**config.mk**
```make
export PLATFORM = sky130hd
export DESIGN_NAME = pesl_top
export DESIGN_NICKNAME = d
export VERILOG_FILES = /design/src/rtl/pesl_pkg.sv /design/src/rtl/pesl_sticky_flag.sv /design/src/rtl/pesl_msg_gen.sv /design/src/rtl/pesl_top.sv
export SDC_FILE = /design/constraint.sdc
export NUM_CORES = 1
export LEC_CHECK = 0
export ABC_CLOCK_PERIOD_IN_PS = 1100
export BUFFER_PORTS_ARGS = -buffer_cell sky130_fd_sc_hd__buf_4
export CAP_MARGIN = 10
export CORE_ASPECT_RATIO = 1.5
export CORE_MARGIN = 5
export CORE_UTILIZATION = 38
export DETAILED_ROUTE_END_ITERATION = 8
export PLACE_DENSITY = 0.71
export SLEW_MARGIN = 20
export SYNTH_ARGS = -nofsm -noshare
export SYNTH_HDL_FRONTEND = slang
export SYNTH_SLANG_ARGS = --single-unit
```
**constraint.sdc**
```tcl
create_clock -name mclk_in -period 1.1 [get_ports mclk_in]
set_clock_uncertainty 0.05 [all_clocks]
set_input_delay 0.055 -clock mclk_in [delete_from_list [all_inputs] [get_ports mclk_in]]
set_output_delay 0.055 -clock mclk_in [all_outputs]
set_load 0.02 [all_outputs]
```
**src/rtl/pesl_pkg.sv**
```systemverilog
// Constants for the device error status and link capability register block.
// Assumes configuration accesses arrive as byte addresses within config space.
`default_nettype none
package pesl_pkg;
    localparam logic [11:0] PESL_DEVCTL_OFS = 12'h098;
    localparam logic [11:0] PESL_DEVSTS_OFS = 12'h09A;
    localparam logic [11:0] PESL_LNKCAP_OFS = 12'h09C;
    localparam logic [15:0] PESL_DEVCTL_RST = 16'h2800;
    localparam logic [15:0] PESL_DEVSTS_RST = 16'h0000;
    localparam int PESL_CTL_CORR   = 0;
    localparam int PESL_CTL_NONF   = 1;
    localparam int PESL_CTL_FATAL  = 2;
    localparam int PESL_CTL_UR     = 3;
    localparam int PESL_STS_CORR   = 0;
    localparam int PESL_STS_NONF   = 1;
    localparam int PESL_STS_FATAL  = 2;
    localparam int PESL_STS_UR     = 3;
    localparam int PESL_STS_AUX    = 4;
    localparam int PESL_STS_NONPOSTED_OUTSTANDING   = 5;
    localparam logic [15:0] PESL_CTL_WMASK = 16'hF8EF;
    localparam logic [7:0] PESL_PORT_NUM   = 8'h00;
    localparam logic [4:0] PESL_CAP_RSVD   = 5'h00;
    localparam logic       PESL_CLOCK_PM_CAPABLE     = 1'h1;
    localparam logic [2:0] PESL_L0S_COMMON = 3'h3;
    localparam logic [2:0] PESL_L0S_ASYNC  = 3'h4;
    localparam logic [1:0] PESL_ASPM_SUP   = 2'h3;
    localparam logic [5:0] PESL_MAX_LANES  = 6'h01;
    localparam logic [3:0] PESL_MAX_RATE   = 4'h1;
    typedef enum logic [1:0] {PESL_MSG_COR, PESL_MSG_NONFATAL, PESL_MSG_FATAL} pesl_msg_t;
endpackage
`default_nettype wire

```
**src/rtl/pesl_sticky_flag.sv**
```systemverilog
// One write-one-to-clear sticky flag.
// Assumes event and clear are synchronous to the clock.
`default_nettype none
module pesl_sticky_flag
(
    // Clock and reset
    input  wire logic mclk_in,
    input  wire logic rst_in,
    // Event and clear
    input  wire logic set_in,
    input  wire logic clr_in,
    // Flag
    output logic      flag_out
);
    logic flag_d;

    // A set in the clearing cycle wins, so no event is lost.
    assign flag_d = set_in | (flag_out & ~clr_in);

    always_ff @(posedge mclk_in or posedge rst_in)
    begin
        if (rst_in)
            flag_out <= 1'b0;
        else
            flag_out <= flag_d;
    end
endmodule
`default_nettype wire

```
**src/rtl/pesl_msg_gen.sv**
```systemverilog
// Upstream error message request generator.
// Assumes the message sink accepts one request per cycle with msg_ack_in.
`default_nettype none
module pesl_msg_gen
    import pesl_pkg::*;
(
    // Clock and reset
    input  wire logic      mclk_in,
    input  wire logic      rst_in,
    // Pending requests, one bit per message kind
    input  wire logic      fat_in,
    input  wire logic      nonf_in,
    input  wire logic      cor_in,
    // Message port
    input  wire logic      msg_ack_in,
    output logic           msg_valid_out,
    output pesl_msg_t      msg_type_out
);
    logic      fat_q, nonf_q, cor_q;
    logic      take;
    pesl_msg_t pick;

    // Fatal first, then nonfatal, then correctable.
    assign pick = fat_q ? PESL_MSG_FATAL : (nonf_q ? PESL_MSG_NONFATAL : PESL_MSG_COR);
    assign take = msg_valid_out & msg_ack_in;

    always_ff @(posedge mclk_in or posedge rst_in)
    begin
        if (rst_in)
        begin
            fat_q         <= 1'b0;
            nonf_q        <= 1'b0;
            cor_q         <= 1'b0;
            msg_valid_out <= 1'b0;
            msg_type_out  <= PESL_MSG_COR;
        end
        else
        begin
            fat_q  <= fat_in | (fat_q & ~(take & msg_type_out == PESL_MSG_FATAL));
            nonf_q <= nonf_in | (nonf_q & ~(take & msg_type_out == PESL_MSG_NONFATAL));
            cor_q  <= cor_in | (cor_q & ~(take & msg_type_out == PESL_MSG_COR));
            if (!msg_valid_out || take)
            begin
                msg_valid_out <= (fat_q | nonf_q | cor_q) & ~take;
                msg_type_out  <= pick;
            end
        end
    end
endmodule
`default_nettype wire

```
**src/rtl/pesl_top.sv**
```systemverilog
// Device control error enables, device status and link capabilities registers.
// Assumes config reads and writes are single-cycle strobes on the core clock,
// and that error event inputs are one-cycle pulses.
`default_nettype none

// Functional notes
// Fatal enable bit 2 set: send fatal message on a fatal error event.
// Nonfatal enable bit 1 set: send nonfatal message on a nonfatal event.
// Correctable enable bit 0 set: send correctable message on such events.
// Unsupported request enable bit 3 set: send nonfatal message on such request.
// Device status bits 15:6 read zero.
// Status bit 5 shows a nonposted request still awaits completion.
// Status bit 4 shows auxiliary power present.
// Status bit 3 sets on unsupported request, stays until cleared.
// Status bit 2 sets on fatal error regardless of enable.
// Status bit 1 sets on nonfatal error regardless of enable.
// Status bit 0 sets on correctable error regardless of enable.
// Link capability bits 31:24 read port number zero.
// Link capability bits 23:19 read zero.
// Link capability bit 18 reads one, clock power management supported.
// L1 exit field picks diagnostic bits by the shared reference clock flag.
// L0s exit field reads 011b with shared clock, else 100b.
// ASPM support field reads 11b.
// Maximum lane count field reads 000001b.
// Maximum link speed field reads 1h.
// Writing one clears an error flag; a coinciding event keeps it set.
module pesl_top
    import pesl_pkg::*;
(
    // Clock and reset
    input  wire logic        mclk_in,
    input  wire logic        rst_in,
    // Configuration access
    input  wire logic        cfg_rd_in,
    input  wire logic        cfg_wr_in,
    input  wire logic [11:0] cfg_addr_in,
    input  wire logic [31:0] cfg_wdata_in,
    input  wire logic [3:0]  cfg_be_in,
    output logic [31:0]      cfg_rdata_out,
    output logic             cfg_rvalid_out,
    // Device events and state
    input  wire logic        fatal_err_in,
    input  wire logic        nonfatal_err_in,
    input  wire logic        corr_err_in,
    input  wire logic        unsup_req_in,
    input  wire logic        nonposted_outstanding_in,
    input  wire logic        aux_power_present_in,
    // Link control and diagnostic inputs
    input  wire logic        shared_refclk_flag_in,
    input  wire logic [2:0]  diag_l1_exit_upper_in,
    input  wire logic [2:0]  diag_l1_exit_lower_in,
    // Upstream error messages
    input  wire logic        msg_ack_in,
    output logic             msg_valid_out,
    output pesl_msg_t        msg_type_out,
    // Control bits for the rest of the device
    output logic [15:0]      devctl_out
);
    logic [15:0] devctl_q, devctl_d;
    logic        nonposted_outstanding_q, aux_q;
    logic [3:0]  err_flags;
    logic [3:0]  err_set;
    logic [3:0]  err_clr;
    logic [15:0] devsts;
    logic [31:0] lnkcap;
    logic [31:0] rdata_d;
    logic        hit_ctl_sts, hit_cap;
    logic [15:0] sts_wr;

    // Word containing control and status sits at the control offset.
    function automatic logic hit(input logic [11:0] a, input logic [11:0] ofs);
        hit = (a[11:2] == ofs[11:2]);
    endfunction

    assign hit_ctl_sts = hit(cfg_addr_in, PESL_DEVCTL_OFS);
    assign hit_cap     = hit(cfg_addr_in, PESL_LNKCAP_OFS);
    assign sts_wr      = {{8{cfg_be_in[3]}}, {8{cfg_be_in[2]}}} & cfg_wdata_in[31:16];

    // Only writable control bits change; the rest hold their reset value.
    assign devctl_d = (devctl_q & ~(PESL_CTL_WMASK & {{8{cfg_be_in[1]}}, {8{cfg_be_in[0]}}}))
                    | (cfg_wdata_in[15:0] & PESL_CTL_WMASK
                       & {{8{cfg_be_in[1]}}, {8{cfg_be_in[0]}}});

    assign err_set[PESL_STS_CORR]  = corr_err_in;
    assign err_set[PESL_STS_NONF]  = nonfatal_err_in;
    assign err_set[PESL_STS_FATAL] = fatal_err_in;
    assign err_set[PESL_STS_UR]    = unsup_req_in;
    assign err_clr = (cfg_wr_in && hit_ctl_sts) ? sts_wr[3:0] : 4'h0;

    genvar gi;
    generate
        for (gi = 0; gi < 4; gi++)
        begin : g_flag
            pesl_sticky_flag u_flag
            (
                .mclk_in  (mclk_in),
                .rst_in   (rst_in),
                .set_in   (err_set[gi]),
                .clr_in   (err_clr[gi]),
                .flag_out (err_flags[gi])
            );
        end
    endgenerate

    assign devsts = {10'h000, nonposted_outstanding_q, aux_q, err_flags};

    assign lnkcap = {PESL_PORT_NUM,
                     PESL_CAP_RSVD,
                     PESL_CLOCK_PM_CAPABLE,
                     shared_refclk_flag_in ? diag_l1_exit_upper_in
                                           : diag_l1_exit_lower_in,
                     shared_refclk_flag_in ? PESL_L0S_COMMON
                                           : PESL_L0S_ASYNC,
                     PESL_ASPM_SUP,
                     PESL_MAX_LANES,
                     PESL_MAX_RATE};

    // Unmapped addresses read as zero.
    assign rdata_d = hit_ctl_sts ? {devsts, devctl_q} : (hit_cap ? lnkcap : 32'h0000_0000);

    always_ff @(posedge mclk_in or posedge rst_in)
    begin
        if (rst_in)
        begin
            devctl_q       <= PESL_DEVCTL_RST;
            nonposted_outstanding_q         <= 1'b0;
            aux_q          <= 1'b0;
            cfg_rdata_out  <= 32'h0000_0000;
            cfg_rvalid_out <= 1'b0;
            devctl_out     <= PESL_DEVCTL_RST;
        end
        else
        begin
            if (cfg_wr_in && hit_ctl_sts)
                devctl_q <= devctl_d;
            nonposted_outstanding_q         <= nonposted_outstanding_in;
            aux_q          <= aux_power_present_in;
            cfg_rvalid_out <= cfg_rd_in;
            cfg_rdata_out  <= cfg_rd_in ? rdata_d : 32'h0000_0000;
            devctl_out     <= (cfg_wr_in && hit_ctl_sts) ? devctl_d : devctl_q;
        end
    end

    pesl_msg_gen u_msg
    (
        .mclk_in       (mclk_in),
        .rst_in        (rst_in),
        .fat_in        (fatal_err_in & devctl_q[PESL_CTL_FATAL]),
        .nonf_in       ((nonfatal_err_in & devctl_q[PESL_CTL_NONF])
                        | (unsup_req_in & devctl_q[PESL_CTL_UR])),
        .cor_in        (corr_err_in & devctl_q[PESL_CTL_CORR]),
        .msg_ack_in    (msg_ack_in),
        .msg_valid_out (msg_valid_out),
        .msg_type_out  (msg_type_out)
    );
endmodule
`default_nettype wire

```
Word-level counts from Yosys, hierarchy flattened
Index checks and enable logic that the tools add are counted.
- logic and storage cells: 69
- bits of input ports: 66
- register bits: 51
- output and inout bits: 52
- reduce and logical (&&, ||, !) cells: 4
- eq/ne operators: 4
- bitwise operators: 39
- multiplexer cells: 8
- operators by type and width (operator ; count):
    $mux W22 ; 2
    $and A16 B16 Y16 ; 2
    $eq A10 B6 Y1 const B ; 2
    $mux W19 ; 1
    $and A1 B1 Y1 ; 16
    $not A16 Y16 ; 1
    $or A16 B16 Y16 ; 1
    $or A1 B1 Y1 ; 10
    $not A1 Y1 ; 8
    $mux W3 ; 2
    $and A4 B4 Y4 ; 1
    $mux W4 ; 1
    $eq A2 B1 Y1 const B ; 1
    $eq A2 B2 Y1 const B ; 1
    $logic_not A2 Y1 ; 1
    $mux W2 ; 1
    $logic_and A1 B1 Y1 ; 1
    $logic_not A1 Y1 ; 1
    $logic_or A1 B1 Y1 ; 1
    $mux W1 ; 1

Longest topological paths before layout
- depth in word-level cells: 6
- depth in mapped cells: 4
- depth with buffers taken out: 3

Cells and area by module
A second synthesis with hierarchy kept.
- cell total of the unflattened synthesis: 157
- area total of the unflattened synthesis: 1950.6 µm²
- modules (own cells, without submodules) (module ; instances ; cells an instance ; area an instance (µm²) ; seq. area each (µm²)):
    pesl_top ; 1 ; 122 ; 1529.0 ; 853.3
    pesl_msg_gen ; 1 ; 19 ; 261.5 ; 150.1
    pesl_sticky_flag ; 4 ; 4 ; 40.0 ; 25.0

Worst setup path before layout
No wires, ideal clock.
- path type: input to register
- start point: input cfg_addr_in[5]
- end point: register with a tool-made name
- arrival time: 1018 ps
- path buffers: 0
- stages on the path: 3
- setup time: 125 ps
- data required time: 925 ps
- setup slack: -93 ps
- cells stage by stage: nor4b_4 > nand4_1 > mux2_2
- RTL lines (what ; line ; source):
    from (decl) ; pesl_top.sv:36 ; input wire logic [11:0] cfg_addr_in,

Worst setup path in the final report
- start point: register u_msg.msg_valid_out
- end point: output msg_valid_out
- RTL lines (what ; line ; source):
    from (decl) ; pesl_msg_gen.sv:16 ; output logic msg_valid_out,
    from (signal assigned) ; pesl_msg_gen.sv:44 ; msg_valid_out <= (fat_q | nonf_q | cor_q) & ~take;
    to (decl) ; pesl_top.sv:54 ; output logic msg_valid_out,
No word-level cell between the ends.

==> metrics.md <==
| Metric | Value |
|---|---|
| Net switching power of the design | 875 uW |
| Endpoint, Worst Hold | g_flag[2].u_flag.flag_out |
| TritonCTS clock tree | built |
| Number of instances in the synthesized netlist | 150 |
| Die outline height | 96.0 um |
| Type of element capturing the critical path | output port |
| GRT overflow | 0 |
| Instance count along the most critical hold path | 3 |
| Die outline width | 67.4 um |
| Maximum capacitance violations | 0 |
| Ranking of synthesized cells by area | dfrtp_1 (56%), mux2_2 (7.8%), buf_4 (6.8%), nor3b_1 (3.6%), nor2_1 (3.0%) |
| Number of cells traversed by the worst register-to-register path | 3 |
| Number of levels in the clock H-tree | 2 |
| DRC Markers | 0 |
| Count of clock tree sinks | 44 |
| Met1 layer wirelength in the final routing | 1740 um |
| Critical R2R Capture | u_msg.nonf_q |
| Portion of total power attributed to combinational logic | 0.195 |
| Fraction of layout instances using a drive strength above 1 | 0.463 |
| Total via count after detailed routing | 1521 |
| Clock period minus worst slack | 1.12 ns |
| Most used cells in the layout excluding fill and tap cells | buf_4 (89), dfrtp_1 (41), dlygate4sd3_1 (21) |
| Reg2Reg Setup Slack | 0.02 ns |
| Antenna violations before repair | 0 |
| Estimated wirelength of the detail-placed design | 3500 um |
| Worst-path maximum fanout | 5 |
| Root buffer cell | clkbuf_8 |
| Violated checks | negative setup slack |
| Setup repair after global routing missed its margin | yes |
| Post-synth cell types | 32 |
| Highest Clock Rate | 0.891 GHz |
| Final core area utilization | 0.611 |
| DRT Wirelength | 4720 um |
| Flip-flop and latch area | 0.00110 mm2 |
| Global placer's final weighted congestion | 0.817 |
| Share of total power in sequential cells | 0.523 |
| Period utilization | 1.02 |
| Outcome | complete, but fails checks |
| WP data arrival | 1.02 ns |
| Setup Viol. Count Final | 3 |
| GRT Total Usage | 0.150 |
| Largest voltage drop on the vdd net | 0.000945 V |
| Maximum number of buffers from clock root to sink | 2 |
| Detailed route wirelength on metal3 | 402 um |
| Post-synth ARST share | 1.00 |
| Warnings, synthesis | 0 |
| Most common cell after layout, fill and taps aside | buf_4 |
| Total met2 wirelength after detailed routing | 2440 um |
| Clock share of power | 0.282 |
| Die ar. | 0.00647 mm2 |
| Dominant synthesized flop cell | dfrtp_1 |
| Port bufs | 82 |
| Netlist Area Pre-Place | 0.00188 mm2 |
| Combined area of the multi-input logic cells | 686 um2 |
| Core ar. | 0.00481 mm2 |
| Path type of the worst setup path | register to output port |
| Pin count of the biggest net entering global routing | 24 |
| R2R Path Start | u_msg.msg_valid_out |
| Syn-to-layout area delta | 56.6% |
| Number of inserted diodes | 0 |
| Minimum setup slack in the final design | -0.0223 ns |
| Total CTS buffers | 5 |
| Most area-hungry cell type in the Yosys netlist | dfrtp_1 |
| Number of synthesized register bits | 44 |
| Switching part of the total | 0.261 |
| Sequential cell area fraction in the yosys report | 0.588 |
| HP Start | cfg_wdata_in[18] |
| Worst hold slack across all endpoints | 0.0169 ns |
| Leakage power of the design | 0.00151 uW |
| Average footprint of a synthesized cell | 12.5 um2 |
| Clock-pin slew on the worst setup and hold paths | 0.08 ns |
| Power density cells | 1140 mW/mm2 |
| Starting utilization of the core area | 0.390 |
| Data required time at the worst endpoint | 1.00 ns |
| Layout fillers | 424 |
| Initial drt markers | 69 |
| Highest metal layer used by the detailed router | met4 |
| Internal power component | 2480 uW |
| Antenna viol nets, final | 0 |
| Total count of max-transition violations in the final report | 0 |
| Number of detailed-route iterations in the first pass | 4 |
| Routed WL per cell | 14.1 um |
| EDFF count, synth | 0 |
| Average vias per placed instance | 4.55 |
| Worst-Skew Late Latency | 0.29 ns |
| Wire length of the first global-routing pass | 7120 um |
| CP Launch Type | register |
| I/O pin total | 118 |
| Site Rows | 31 |
| Share of the synthesized area in the top cell type | 0.560 |
| NumNets Final | 333 |
| Hold violation total from the final report | 0 |
| Classification of the worst-slack hold path | primary input to register |
| Number of global-route vias before repair | 1470 |
[layer usage]
| layer | GRT usage | vias up |
|---|---|---|
| met2 | 0.261 | 71 |
| met1 | 0.174 | 726 |
| met5 | 0 | - |
| met3 | 0.0304 | 9 |
| li1 | - | 715 |
| met4 | 0.0711 | 0 |
[power by group through the flow]
| stage | combinational [uW] | sequential (uW) | clock [uW] |
|---|---|---|---|
| global placement | 546 | 1770 | 0 |
| global route | 701 | 1760 | 1070 |
| floorplan | 243 | 1810 | 0 |
| CTS | 645 | 1740 | 974 |
| finish | 654 | 1750 | 946 |
| detailed placement | 559 | 1770 | 0 |
[cells by family (layout without fill, tap and decap cells)]
group                  after synthesis  after routing  share of synthesized area
AND/OR/NAND/NOR                     49             49                      0.178
flip-flops                          44             44                      0.588
buffers and inverters               25            128                     0.0847
multiplexers                        16             16                     0.0941
AO/OA/AOI/OAI                       15             15                     0.0527
other                                1             16                    0.00200
[synth_stat cells (2+ instances only)]
master / number
mux2i_1: 3
nor2b_1: 5
nor4b_4: 2
a211oi_1: 3
a21oi_1: 4
dfstp_2: 2
nand4b_1: 2
a31oi_1: 4
nor2_1: 15
inv_1: 4
dfrtp_1: 42
buf_4: 17
mux2_2: 13
nand2_1: 6
nor3b_1: 9
and3b_1: 2
clkbuf_1: 2
[layout make-up]
type / count / area share
flip-flops and latches: 44 / 0.376
repair buffers: 116 / 0.328
multi-input cells: 96 / 0.233
well taps: 66 / 0.0281
clock buffers: 7 / 0.0260
inverters: 4 / 0.00639
clock inverters: 1 / 0.00170
[worst max-delay path, cell delays in order, from the launching register on]
cell and delay, ns:
dfrtp_2 0.46, buf_6 0.14, buf_6 0.12
[how the worst max path moves through the flow]
| stage | start | end | slack (ns) | cells past startpoint |
|---|---|---|---|---|
| after floorplan | cfg_addr_in[8] | register | -0.09 | 3 |
| after global placement | cfg_addr_in[11] | register | -0.27 | 4 |
| after detailed placement | cfg_addr_in[11] | cfg_rdata_out[21] | -0.31 | 5 |
| after CTS | u_msg.msg_valid_out | msg_valid_out | -0.003 | 2 |
| after global routing | u_msg.msg_valid_out | msg_valid_out | -0.05 | 2 |
| final | u_msg.msg_valid_out | msg_valid_out | -0.02 | 2 |
[timing repair]
item	CTS	global route
setup endpoints to repair	2	14
gates resized for setup	2	4
setup buffers	2	1
pin swaps	0	2
endpoints found under the hold margin	37	0
cloned	0	0
hold buffers	21	0
[through the flow]
step / setup TNS [ns] / setup slack, ns / cells / area, um2 / total power [uW]
floorplan: -0.873 / -0.0881 / 165 / 1940 / 2060
global placement: -7.11 / -0.274 / 302 / 2580 / 2310
detailed placement: -7.79 / -0.308 / 302 / 2580 / 2330
CTS: -0.00277 / -0.00277 / 333 / 2910 / 3360
global route: -0.0984 / -0.0488 / 334 / 2940 / 3530
finish: -0.0231 / -0.0223 / 334 / 2940 / 3350
No activity file was read; power rests on OpenSTA's default activity.
